## src/rtl/xfer_server_pkg.sv

```systemverilog
// Package with constants and types of the interrupt block-transfer server.
// What this block does
// - Mode bits 7..5 all zero select block mode: a burst per request.
// - After each transfer of a burst, step each pointer only if its step bit set.
// - After a burst decrement cycle count; write back source if its flag set.
// - Destination flag clear leaves stored destination pointer unchanged.
// - Count reaching zero clears select bit and sets done-pending bit.
// - Any selected source triggers, except the shared capture/compare vector.
// - Start only after current instruction completes; worst latency 43 states.
// - A started burst is never interrupted; other requests wait.
// - Pointers are plain 16-bit addresses with no window remapping.
// - Serve requests with mask and select set, interrupts and server enabled.
// - Vector addresses block: count, control, source word, destination word.
// - Control byte: mode 7..5, size 4, write-back 3..2, step 1..0.
// - Burst count byte gives transfers per request, at most 32.
package xfer_server_pkg;

	// Control block byte offsets from the block base.
	localparam logic [15:0] CB_COUNT_OFS = 16'h0000;
	localparam logic [15:0] CB_CTRL_OFS = 16'h0001;
	localparam logic [15:0] CB_SRC_OFS = 16'h0002;
	localparam logic [15:0] CB_DST_OFS = 16'h0004;
	localparam logic [15:0] CB_BURST_OFS = 16'h0006;

	// Control byte field positions.
	localparam int CTRL_MODE_HI = 7;
	localparam int CTRL_MODE_LO = 5;
	localparam int CTRL_BYTE_BIT = 4;
	localparam int CTRL_SRC_WB_BIT = 3;
	localparam int CTRL_DST_WB_BIT = 2;
	localparam int CTRL_SRC_STEP_BIT = 1;
	localparam int CTRL_DST_STEP_BIT = 0;
	localparam logic [2:0] MODE_BLOCK = 3'h0;

	localparam int MAX_BURST = 32;
	localparam int NUM_SOURCES = 16;
	// Source index of the shared capture/compare interrupt; never served.
	localparam int CAPTURE_COMPARE_SHARED_INTERRUPT = 0;
	localparam int EXTERNAL_INTERRUPT_INPUT = 14;

	// Worst latency in state times and the clock count derived from it.
	localparam int LATENCY_STATES = 43;
	localparam int CYCLES_PER_STATE = 1;
	localparam int LATENCY_CYCLES = LATENCY_STATES * CYCLES_PER_STATE;

	// Register port addresses.
	localparam logic [3:0] REG_SELECT = 4'h0;
	localparam logic [3:0] REG_PENDING = 4'h1;
	localparam logic [3:0] REG_MASK = 4'h2;
	localparam logic [3:0] REG_CONTROL = 4'h3;
	localparam logic [3:0] REG_STATUS = 4'h4;
	localparam logic [3:0] REG_IRQ_STAT = 4'h5;
	localparam logic [3:0] REG_IRQ_MASK = 4'h6;
	localparam logic [3:0] REG_VEC_BASE = 4'h8;

	localparam logic [15:0] RESET_WORD = 16'h0000;

	// Memory request toward the system bus.
	typedef struct packed {
		logic read;
		logic write;
		logic isByte;
		logic [15:0] addr;
		logic [15:0] wdata;
	} mem_req_type;

endpackage : xfer_server_pkg

```

## src/rtl/xfer_addr_step.sv

```systemverilog
// Pointer stepper: adds one or two to a 16-bit address when enabled.
`timescale 1ns/10ps
`default_nettype none
module xfer_addr_step (
	input wire logic [15:0] addrIn,
	input wire logic stepEn,
	input wire logic isByte,
	output logic [15:0] addrOut
);
	// Plain 16-bit wrap; addresses are never window-remapped.
	always_comb begin
		if (stepEn) begin
			addrOut = addrIn + (isByte ? 16'h0001 : 16'h0002);
		end else begin
			addrOut = addrIn;
		end
	end
endmodule : xfer_addr_step
`default_nettype wire

```

## src/rtl/xfer_req_pick.sv

```systemverilog
// Priority picker of the highest eligible interrupt source.
`timescale 1ns/10ps
`default_nettype none
module xfer_req_pick #(
	parameter int N = 16
) (
	input wire logic [N-1:0] eligible,
	output logic any,
	output logic [3:0] index
);
	// Higher index wins, mirroring fixed hardware priority.
	always_comb begin
		any = 1'b0;
		index = 4'h0;
		for (int i = 0; i < N; i++) begin
			if (eligible[i]) begin
				any = 1'b1;
				index = 4'(i);
			end
		end
	end
endmodule : xfer_req_pick

```

## src/rtl/xfer_server.sv

```systemverilog
// Interrupt-triggered block-transfer server with register port and memory bus.
`timescale 1ns/10ps
`default_nettype none
module xfer_server #(
	parameter int NSRC = xfer_server_pkg::NUM_SOURCES
) (
	input wire logic ref_clk,
	input wire logic rstn,
	input wire logic [NSRC-1:0] intReq,
	input wire logic instrDone,
	input wire logic [3:0] regAddr,
	input wire logic [15:0] regWdata,
	input wire logic regWr,
	input wire logic regRd,
	output logic [15:0] regRdata,
	output xfer_server_pkg::mem_req_type memReq,
	input wire logic memAck,
	input wire logic [15:0] memRdata,
	output logic busy,
	output logic irq
);
	typedef enum logic [9:0] {
		ST_IDLE = 10'h001,
		ST_WAIT = 10'h002,
		ST_RCNT = 10'h004,
		ST_RCTL = 10'h008,
		ST_RSRC = 10'h010,
		ST_RDST = 10'h020,
		ST_RBST = 10'h040,
		ST_MOVR = 10'h080,
		ST_MOVW = 10'h100,
		ST_WBCK = 10'h200
	} state_type;

	state_type state_r, state_nxt;
	logic [NSRC-1:0] select_r, select_nxt, pend_r, pend_nxt, mask_r, mask_nxt;
	logic [NSRC-1:0] latch_r, latch_nxt;
	logic glbIe_r, glbIe_nxt, srvEn_r, srvEn_nxt;
	logic [15:0] vec_r [NSRC];
	logic [3:0] src_r, src_nxt;
	logic [15:0] base_r, base_nxt, sp_r, sp_nxt, dp_r, dp_nxt, data_r, data_nxt;
	logic [7:0] cnt_r, cnt_nxt, ctl_r, ctl_nxt;
	logic [5:0] left_r, left_nxt;
	logic [1:0] wbStep_r, wbStep_nxt;
	logic [2:0] ist_r, ist_nxt, imsk_r, imsk_nxt;
	logic [15:0] rdata_nxt;
	xfer_server_pkg::mem_req_type req_nxt;
	logic anyReq;
	logic [3:0] pickIdx;
	logic [15:0] spStep, dpStep;
	logic [NSRC-1:0] eligible, ccMask;
	logic isByte, burstEnd;
	// One-cycle set events, kept apart so that a clear in the same cycle
	// cannot hide them.
	logic [NSRC-1:0] pendSet;
	logic [2:0] istSet;

	// The shared capture/compare vector is masked out of server triggers.
	always_comb begin
		ccMask = '1;
		ccMask[xfer_server_pkg::CAPTURE_COMPARE_SHARED_INTERRUPT] = 1'b0;
	end
	// Eligibility needs mask, select and both global enables.
	assign eligible = latch_r & mask_r & select_r & ccMask
		& {NSRC{glbIe_r & srvEn_r}};

	xfer_req_pick #(.N(NSRC)) picker (
		.eligible(eligible),
		.any(anyReq),
		.index(pickIdx)
	);

	assign isByte = ctl_r[xfer_server_pkg::CTRL_BYTE_BIT];

	xfer_addr_step srcStep (
		.addrIn(sp_r),
		.stepEn(ctl_r[xfer_server_pkg::CTRL_SRC_STEP_BIT]),
		.isByte(isByte),
		.addrOut(spStep)
	);
	xfer_addr_step dstStep (
		.addrIn(dp_r),
		.stepEn(ctl_r[xfer_server_pkg::CTRL_DST_STEP_BIT]),
		.isByte(isByte),
		.addrOut(dpStep)
	);

	assign burstEnd = (left_r == 6'h01);
	assign busy = (state_r != ST_IDLE);
	assign irq = |(ist_r & imsk_r);

	// Sequencer: fetches the control block, runs the burst, writes back.
	always_comb begin
		state_nxt = state_r;
		src_nxt = src_r;
		base_nxt = base_r;
		sp_nxt = sp_r;
		dp_nxt = dp_r;
		data_nxt = data_r;
		cnt_nxt = cnt_r;
		ctl_nxt = ctl_r;
		left_nxt = left_r;
		wbStep_nxt = wbStep_r;
		select_nxt = select_r;
		pend_nxt = pend_r;
		latch_nxt = latch_r | intReq;
		ist_nxt = ist_r;
		req_nxt = '0;
		pendSet = '0;
		istSet = '0;
		unique case (state_r)
			ST_IDLE: begin
				if (anyReq) begin
					src_nxt = pickIdx;
					state_nxt = ST_WAIT;
				end
			end
			ST_WAIT: begin
				// Held off until the running instruction retires.
				if (instrDone) begin
					// Block base forced to a quad-word boundary.
					base_nxt = {vec_r[src_r][15:3], 3'h0};
					// A request that arrives now is kept for the next service.
					latch_nxt[src_r] = intReq[src_r];
					state_nxt = ST_RCNT;
				end
			end
			ST_RCNT, ST_RCTL, ST_RSRC, ST_RDST, ST_RBST: begin
				req_nxt.read = 1'b1;
				req_nxt.isByte = (state_r == ST_RCNT) || (state_r == ST_RCTL)
					|| (state_r == ST_RBST);
				unique case (state_r)
					ST_RCNT: req_nxt.addr = base_r + xfer_server_pkg::CB_COUNT_OFS;
					ST_RCTL: req_nxt.addr = base_r + xfer_server_pkg::CB_CTRL_OFS;
					ST_RSRC: req_nxt.addr = base_r + xfer_server_pkg::CB_SRC_OFS;
					ST_RDST: req_nxt.addr = base_r + xfer_server_pkg::CB_DST_OFS;
					default: req_nxt.addr = base_r + xfer_server_pkg::CB_BURST_OFS;
				endcase
				if (memAck) begin
					req_nxt = '0;
					unique case (state_r)
						ST_RCNT: begin
							cnt_nxt = memRdata[7:0];
							state_nxt = ST_RCTL;
						end
						ST_RCTL: begin
							ctl_nxt = memRdata[7:0];
							state_nxt = ST_RSRC;
						end
						ST_RSRC: begin
							sp_nxt = memRdata;
							state_nxt = ST_RDST;
						end
						ST_RDST: begin
							dp_nxt = memRdata;
							state_nxt = ST_RBST;
						end
						default: begin
							// Zero or over 32 is clamped to a legal burst.
							if (memRdata[7:0] == 8'h00) begin
								left_nxt = 6'h01;
							end else if (memRdata[7:0] > 8'(xfer_server_pkg::MAX_BURST)) begin
								left_nxt = 6'(xfer_server_pkg::MAX_BURST);
							end else begin
								left_nxt = memRdata[5:0];
							end
							// Only block mode is built; other modes end at once.
							if (ctl_r[xfer_server_pkg::CTRL_MODE_HI:
								xfer_server_pkg::CTRL_MODE_LO]
								== xfer_server_pkg::MODE_BLOCK) begin
								state_nxt = ST_MOVR;
							end else begin
								state_nxt = ST_IDLE;
							end
						end
					endcase
				end
			end
			ST_MOVR: begin
				req_nxt.read = 1'b1;
				req_nxt.isByte = isByte;
				req_nxt.addr = sp_r;
				if (memAck) begin
					req_nxt = '0;
					data_nxt = memRdata;
					state_nxt = ST_MOVW;
				end
			end
			ST_MOVW: begin
				req_nxt.write = 1'b1;
				req_nxt.isByte = isByte;
				req_nxt.addr = dp_r;
				req_nxt.wdata = data_r;
				if (memAck) begin
					req_nxt = '0;
					sp_nxt = spStep;
					dp_nxt = dpStep;
					left_nxt = left_r - 6'h01;
					// No exit to idle until the burst is done.
					if (burstEnd) begin
						cnt_nxt = cnt_r - 8'h01;
						wbStep_nxt = 2'h0;
						state_nxt = ST_WBCK;
					end else begin
						state_nxt = ST_MOVR;
					end
				end
			end
			ST_WBCK: begin
				// Step 0 count, 1 source, 2 destination.
				req_nxt.write = (wbStep_r == 2'h0)
					|| (wbStep_r == 2'h1 && ctl_r[xfer_server_pkg::CTRL_SRC_WB_BIT])
					|| (wbStep_r == 2'h2
					&& ctl_r[xfer_server_pkg::CTRL_DST_WB_BIT]);
				req_nxt.isByte = (wbStep_r == 2'h0);
				unique case (wbStep_r)
					2'h0: begin
						req_nxt.addr = base_r + xfer_server_pkg::CB_COUNT_OFS;
						req_nxt.wdata = {8'h00, cnt_r};
					end
					2'h1: begin
						req_nxt.addr = base_r + xfer_server_pkg::CB_SRC_OFS;
						req_nxt.wdata = sp_r;
					end
					default: begin
						req_nxt.addr = base_r + xfer_server_pkg::CB_DST_OFS;
						req_nxt.wdata = dp_r;
					end
				endcase
				if (memAck || !req_nxt.write) begin
					req_nxt = '0;
					wbStep_nxt = wbStep_r + 2'h1;
					if (wbStep_r == 2'h2) begin
						state_nxt = ST_IDLE;
						if (cnt_r == 8'h00) begin
							select_nxt[src_r] = 1'b0;
							pend_nxt[src_r] = 1'b1;
							pendSet[src_r] = 1'b1;
							ist_nxt[0] = 1'b1;
							istSet[0] = 1'b1;
						end
						ist_nxt[1] = 1'b1;
						istSet[1] = 1'b1;
					end
				end
			end
			default: state_nxt = ST_IDLE;
		endcase
	end

	// Register port: writes, read-to-clear interrupt status.
	always_comb begin
		mask_nxt = mask_r;
		glbIe_nxt = glbIe_r;
		srvEn_nxt = srvEn_r;
		imsk_nxt = imsk_r;
		rdata_nxt = xfer_server_pkg::RESET_WORD;
		if (regWr) begin
			unique case (regAddr)
				xfer_server_pkg::REG_MASK: mask_nxt = NSRC'(regWdata);
				xfer_server_pkg::REG_CONTROL: begin
					glbIe_nxt = regWdata[0];
					srvEn_nxt = regWdata[1];
				end
				xfer_server_pkg::REG_IRQ_MASK: imsk_nxt = regWdata[2:0];
				default: ;
			endcase
		end
		if (regRd) begin
			unique case (regAddr)
				xfer_server_pkg::REG_SELECT: rdata_nxt = 16'(select_r);
				xfer_server_pkg::REG_PENDING: rdata_nxt = 16'(pend_r);
				xfer_server_pkg::REG_MASK: rdata_nxt = 16'(mask_r);
				xfer_server_pkg::REG_CONTROL: rdata_nxt = {14'h0000, srvEn_r, glbIe_r};
				xfer_server_pkg::REG_STATUS: rdata_nxt = {11'h000, src_r, busy};
				xfer_server_pkg::REG_IRQ_STAT: rdata_nxt = {13'h0000, ist_r};
				xfer_server_pkg::REG_IRQ_MASK: rdata_nxt = {13'h0000, imsk_r};
				default: rdata_nxt = xfer_server_pkg::RESET_WORD;
			endcase
		end
	end

	// Final merge of software and hardware updates; hardware update wins.
	logic [NSRC-1:0] selFin, pendFin;
	logic [2:0] istFin;
	always_comb begin
		selFin = select_nxt;
		pendFin = pend_nxt;
		istFin = ist_nxt;
		if (regWr && regAddr == xfer_server_pkg::REG_SELECT) begin
			selFin = NSRC'(regWdata);
			// A clear by the end of the last burst wins over software.
			if (select_nxt != select_r) begin
				selFin = NSRC'(regWdata) & select_nxt;
			end
		end
		if (regWr && regAddr == xfer_server_pkg::REG_PENDING) begin
			pendFin = (pend_r & ~NSRC'(regWdata)) | pendSet;
		end
		if (regRd && regAddr == xfer_server_pkg::REG_IRQ_STAT) begin
			istFin = istSet;
		end
	end

	// Vector table is written through the register port.
	always_ff @(posedge ref_clk or negedge rstn) begin
		if (!rstn) begin
			for (int i = 0; i < NSRC; i++) begin
				vec_r[i] <= xfer_server_pkg::RESET_WORD;
			end
		end else if (regWr && regAddr == xfer_server_pkg::REG_VEC_BASE) begin
			vec_r[regWdata[15:12]] <= {4'h0, regWdata[11:0]};
		end
	end

	// State registers.
	always_ff @(posedge ref_clk or negedge rstn) begin
		if (!rstn) begin
			state_r <= ST_IDLE;
			select_r <= '0;
			pend_r <= '0;
			mask_r <= '0;
			latch_r <= '0;
			glbIe_r <= 1'b0;
			srvEn_r <= 1'b0;
			src_r <= 4'h0;
			base_r <= xfer_server_pkg::RESET_WORD;
			sp_r <= xfer_server_pkg::RESET_WORD;
			dp_r <= xfer_server_pkg::RESET_WORD;
			data_r <= xfer_server_pkg::RESET_WORD;
			cnt_r <= 8'h00;
			ctl_r <= 8'h00;
			left_r <= 6'h00;
			wbStep_r <= 2'h0;
			ist_r <= 3'h0;
			imsk_r <= 3'h0;
			regRdata <= xfer_server_pkg::RESET_WORD;
			memReq <= '0;
		end else begin
			state_r <= state_nxt;
			select_r <= selFin;
			pend_r <= pendFin;
			mask_r <= mask_nxt;
			latch_r <= latch_nxt;
			glbIe_r <= glbIe_nxt;
			srvEn_r <= srvEn_nxt;
			src_r <= src_nxt;
			base_r <= base_nxt;
			sp_r <= sp_nxt;
			dp_r <= dp_nxt;
			data_r <= data_nxt;
			cnt_r <= cnt_nxt;
			ctl_r <= ctl_nxt;
			left_r <= left_nxt;
			wbStep_r <= wbStep_nxt;
			ist_r <= istFin;
			imsk_r <= imsk_nxt;
			regRdata <= rdata_nxt;
			memReq <= req_nxt;
		end
	end
endmodule : xfer_server
`default_nettype wire

```

## config.mk

```make
export PLATFORM = sky130hd
export DESIGN_NAME = xfer_server
export DESIGN_NICKNAME = d
export VERILOG_FILES = /design/src/rtl/xfer_server_pkg.sv /design/src/rtl/xfer_addr_step.sv /design/src/rtl/xfer_req_pick.sv /design/src/rtl/xfer_server.sv
export SDC_FILE = /design/constraint.sdc
export NUM_CORES = 1
export LEC_CHECK = 0
export ABC_AREA = 1
export BUFFER_PORTS_ARGS = -buffer_cell sky130_fd_sc_hd__buf_2
export CORE_UTILIZATION = 50
export CTS_BUF_LIST = sky130_fd_sc_hd__clkbuf_2
export CTS_CLUSTER_DIAMETER = 80
export DETAILED_ROUTE_END_ITERATION = 8
export PLACE_DENSITY = 0.68
export SKIP_CTS_REPAIR_TIMING = 1
export SLEW_MARGIN = 25
export SYNTH_ARGS = -nofsm -noshare
export SYNTH_HDL_FRONTEND = slang
export SYNTH_SLANG_ARGS = --single-unit
```

## constraint.sdc

```tcl
create_clock -name ref_clk -period 6 [get_ports ref_clk]
set_clock_uncertainty 0.2 [all_clocks]
set_input_delay 0.6 -clock ref_clk [delete_from_list [all_inputs] [get_ports ref_clk]]
set_output_delay 0.6 -clock ref_clk [all_outputs]
set_load 0.1 [all_outputs]
```

* Word level (Yosys, flattened, before mapping)
Cells that the tools add are included.
** Storage, ports and cells
- Logic and storage cells :: 269
- Latch bits :: 0
- Memories kept :: 0
- Register bits after elaboration :: 477
- Bits in read-only memories :: 0
- RAM bits :: 0
- Bits of input ports :: 58
** Operators by class
- Equal/unequal tests :: 36
- Add/sub/neg operators :: 9
- Shift-type cells :: 0
- Multipliers :: 0
- Bitwise gates (word level) :: 15
- Div/mod/pow operators :: 0
- Mux-type cells :: 114
- $lt $le $gt $ge :: 6
- Reductions and logical operators :: 48
** Operator list (number)
- $mux W16 :: 29
- $bwmux W256 :: 1
- $pmux W35 S4 :: 1
- $pmux W16 S7 :: 1
- $and A16 B16 Y16 :: 6
- $mux W10 :: 8
- $mux W35 :: 2
- $mux W34 :: 2
- $bmux W16 S4 :: 1
- $demux W16 S4 :: 1
- $pmux W16 S2 :: 2
- $pmux W16 S4 :: 1
- $pmux W32 S2 :: 1
- $pmux W10 S6 :: 1
- $or A16 B16 Y16 :: 3
- $mux W8 :: 5
- $add A16 B16 Y16 :: 2
- $add A16 B3 Y16 const B :: 2
- $mux W4 :: 8
- $not A16 Y16 :: 2
- $pmux W8 S4 :: 1
- $mux W6 :: 5
- $ne A2 B2 Y1 const B :: 14
- $mux W2 :: 13
- 56 further kinds :: 116

* Longest topological paths before layout
- Word-level depth :: 21
- Gate-level depth with buffers :: 17
- Gate-level depth less buffers :: 16

* Hierarchy
Synthesis repeated with hierarchy kept, for this count alone.
** Unflattened totals
- Cells, all modules :: 2198
- Area total of the unflattened synthesis :: 17840.9 µm²
** By module, submodules not included
- xfer_server :: cells each 1964, seq. area each 9009.9 µm², times used 1, area each 16642.2 µm²
- xfer_addr_step :: cells each 93, seq. area each 0.0 µm², times used 2, area each 496.7 µm²
- xfer_req_pick :: cells each 48, seq. area each 0.0 µm², times used 1, area each 205.2 µm²

* Worst setup path before layout
Ideal clock, no wire load.
- Path kind :: register -> output
- Start point :: register imsk_r[0]
- End point :: output port irq
- Data required time :: 5.200 ns
- Data arrival time :: 1.854 ns
- Cell stages (with the launch flop) :: 3
- Path buffers :: 0
- Path slack :: 3.346 ns
- Path through :: dfrtp_1 inv_1 o22ai_1
** On the way
- Word-level cells in the longest chain between the ends :: 2
** Ends and longest elaborated chain
- start: declaration :: RTL line xfer_server.sv:45 : logic [2:0] ist_r, ist_nxt, imsk_r, imsk_nxt;
- start signal: assignment :: RTL line xfer_server.sv:357 : imsk_r <= imsk_nxt;
- $and A2 B3 Y3 :: RTL line xfer_server.sv:90 : assign irq = |(ist_r & imsk_r);
- $reduce_or A3 Y1 :: RTL line xfer_server.sv:90
- end: declaration :: RTL line xfer_server.sv:20 : output logic irq
No other way between the ends.

* Final worst setup path
- Start point :: register state_r[9]
- End point :: output port busy
** On the way
- Word-level cells in the longest chain between the ends :: 1
** Ends and longest elaborated chain
- start: declaration :: RTL line xfer_server.sv:35 : state_type state_r, state_nxt;
- start signal: assignment :: RTL line xfer_server.sv:340 : state_r <= state_nxt;
- $ne A10 B1 Y1 :: RTL line xfer_server.sv:89 : assign busy = (state_r != ST_IDLE);
- end: declaration :: RTL line xfer_server.sv:19 : output logic busy,
No other way between the ends.

==> metrics <==
Flop pwr share=a little under half; Global Route Usage Sum=between 20% and 30%; Initial Util=about half; share of cells above drive strength 1=between 10% and 20%; ANT nets after route=0; Internal=3.84 mW; root buffer cell=clkbuf_2; Bufs on Longest Clock Path=3; Post-Syn Instances=between 2000 and 2500; final wirelength=50000 µm; final non-filler cell total=around 2800; crit path kind=reg -> out; Ys Warns=0; DRC viols=0; clk slew on worst S/H paths=around 0.10 ns; Worst-Skew Late Latency=1.03 ns; reg2reg start=state_r[9]; Slew @ Worst Pin=0.992 ns; Reg2Reg Setup Slack=2.45 ns; syn avg cell area=between 8 and 9 µm²; post-route setup slack=roughly 2.3 ns; via count=around 16000; Synth cell types=59; vias in the first global route=roughly 15000; max incr delay on CP=0.51 ns; arrival time at the worst endpoint=around 3 ns; DR WL/cell=~18 µm; Power per Cell Area=about 330 nW/µm²; area delta synth->final=13.5%; Die Span Y=approximately 190 µm; Max VDD drop=between 0.15 and 0.2 mV; via/cell ratio=~5.7; fin. max-slew vios=0; worst path cell trace=nor2_2, inv_1, nor3_2, inv_1, buf_2; Slowest-stage cell, CP=nor2_2; GPL Wtd Cong=between 0.9 and 1; Cell Area, Placed=between 15000 and 20000 µm²; Critical Path End Type=primary output; crit start category=register; CTS Buf Count=94; fin area=about 20000 µm²; Placed Cells=between 2000 and 3000; worst path required time=approximately 5.2 ns; Setup TNS=0 ns; min-delay worst type=in -> reg; DP Worst Slack=around 2.8 ns; number of synthesized register bits=360; DR iter-0 viols=1525; most common cell after layout, fill and taps aside=nand2_1; Layout Nets=2320; Max Fclk=roughly 270 MHz; Tcrit/Tclk final=~62%; first-pass GRT wire length=around 80000 µm; initial antenna violation count=1; Synthesized Nets=between 2000 and 2500; combinational share of power=between 20% and 30%; DR pass1 iterations=6; RSZ-0062 raised after global routing=no; Setup Viol. Count Final=0; Slew headroom=between 30 and 40%; Net Sw Power=2.60 mW; Fin. Hold Viols=0; MaxCap Viol Count=0; power consumption=roughly 6.4 mW; site row count=67; r2r endpoint=latch_r[15]; crit-path most repeated cell=inv_1; switching share of power=approximately 40%; largest net degree at the start of global routing=around 130; Post-DP HPWL=around 33000 µm; PortBufs=between 100 and 150; status=finished, final reports clean; EDFF count, synth=0; Core Footprint=between 30000 and 40000 µm²; Async SR Flop Fraction=100%; most frequent cells in the layout=nand2_1 (544), dfrtp_1 (359), o21ai_0 (281); Die ar.=between 30000 and 40000 µm²; I/O pin count=111; CTS tree=done; most used flip-flop cell after synthesis=dfrtp_1; largest fanout on the critical path=14; Critical Path Source=state_r[9]; post-layout min period=about 3.7 ns; # clock sinks=between 300 and 400; Clk pwr share=25.7%; FF-to-FF path depth=9; H-tree Lvls=3; register area share after synthesis=between 50 and 60%; grt total ovfl=0; fill cell count=slightly above 3000; synthesized area=between 15000 and 20000 µm²; Die W=approximately 190 µm; LEAKAGE=~9.6 nW; CP endpoint=busy
[Yosys cell counts (6+ instances only)]
cell type  number  area share, %
nand3_1        63            1.8
xor2_1         23            1.2
a21o_1          7           0.30
a31oi_1        20           0.72
nor4_1         11           0.40
a22oi_1        63            2.7
nand3_2         9           0.52
o21ai_0       281            8.1
inv_1         163            3.5
nor2_2         10           0.36
a21oi_1        75            2.2
dfrtp_1       359             52
o21ai_1        24           0.69
o211ai_1       10           0.43
a21oi_2        10           0.51
nor3_1         16           0.46
ha_1           11           0.79
o22ai_1        13           0.47
o221ai_1        9           0.46
nor3_2          7           0.40
nand2_2         6           0.22
clkbuf_1       55            1.2
buf_1           7           0.15
nand4_1        32            1.2
nand2_1       545             12
a211oi_1       13           0.56
buf_2          19           0.55
inv_2          14           0.30
nor2_1        125            2.7
[through the flow]
step | utilization (%) | hold slack, ns
CTS | 56.2 | -0.517
detailed placement | 53.8 | 0.270
finish | 58.2 | 0.145
global placement | 53.8 | 0.264
global route | 58.2 | 0.0893
floorplan | - | 0.104
[layer usage]
metal  GRT usage [%]  part of all wire, %  vias up
li1                -                    -     7367
met1            38.9                   44     7466
met2            43.7                   45      680
met3            5.90                  7.1      136
met4            12.1                  3.5        0
met5               0                    0        -
[power groups by stage]
stage / Clock [mW] / Combinational (mW) / Sequential [mW]
finish: 1.66 / 1.82 / 2.96
global route: 1.83 / 1.98 / 3.00
CTS: 1.71 / 1.76 / 2.95
detailed placement: 0 / 1.75 / 3.00
global placement: 0 / 1.73 / 2.99
floorplan: 0 / 1.16 / 2.98
[state kept, by name, indices dropped and copies added, names as in the netlist, 3 cells and up]
register and count:
dp_r 16, memReq 35, regRdata 16, base_r 9, imsk_r 3, left_r 6
latch_r 15, state_r 10, src_r 4, ctl_r 8, select_r 16, vec_r 144
sp_r 16, mask_r 16, pend_r 16, cnt_r 8, data_r 16
[critical path: cells and delay by family, from the launching register on]
family                 cells  cell delay [ns]
DFF                        1             0.48
and+or+nand+nor            2             0.83
buffers and inverters      3             0.69
[cells by family after synthesis]
logic type / synth area share (%)
buf+inv: 6.20
flops: 52.0
simple gates: 20.8
mux: 0.130
compound gates: 18.5
fa+ha+maj: 1.03
xor+xnor: 1.42
[worst min path at each step]
stage	from	endpoint	slack [ns]	cells after the start
2_1_floorplan	rstn	base_r[10]	0.10	0
3_3_place_gp	ctl_r[7]	ctl_r[7]	0.26	2
3_5_place_dp	base_r[6]	base_r[6]	0.27	2
4_1_cts	rstn	latch_r[2]	-0.52	1
5_1_grt	intReq[0]	latch_r[14]	0.09	5
6_report	intReq[0]	latch_r[14]	0.14	5
[layout make-up]
cell class                      instances  area, µm²  area share (%)
Antenna cell                            2       5.00          0.0254
Clock buffer                          137        686            3.49
Clock inverter                         20        116           0.592
Inverter                              181        682            3.47
Multi-Input combinational cell       1429       7280            37.0
Sequential cell                       360       9010            45.8
Tap cell                              448        561            2.85
Timing Repair Buffer                  183       1330            6.77
(Power assumes the default switching activity.)
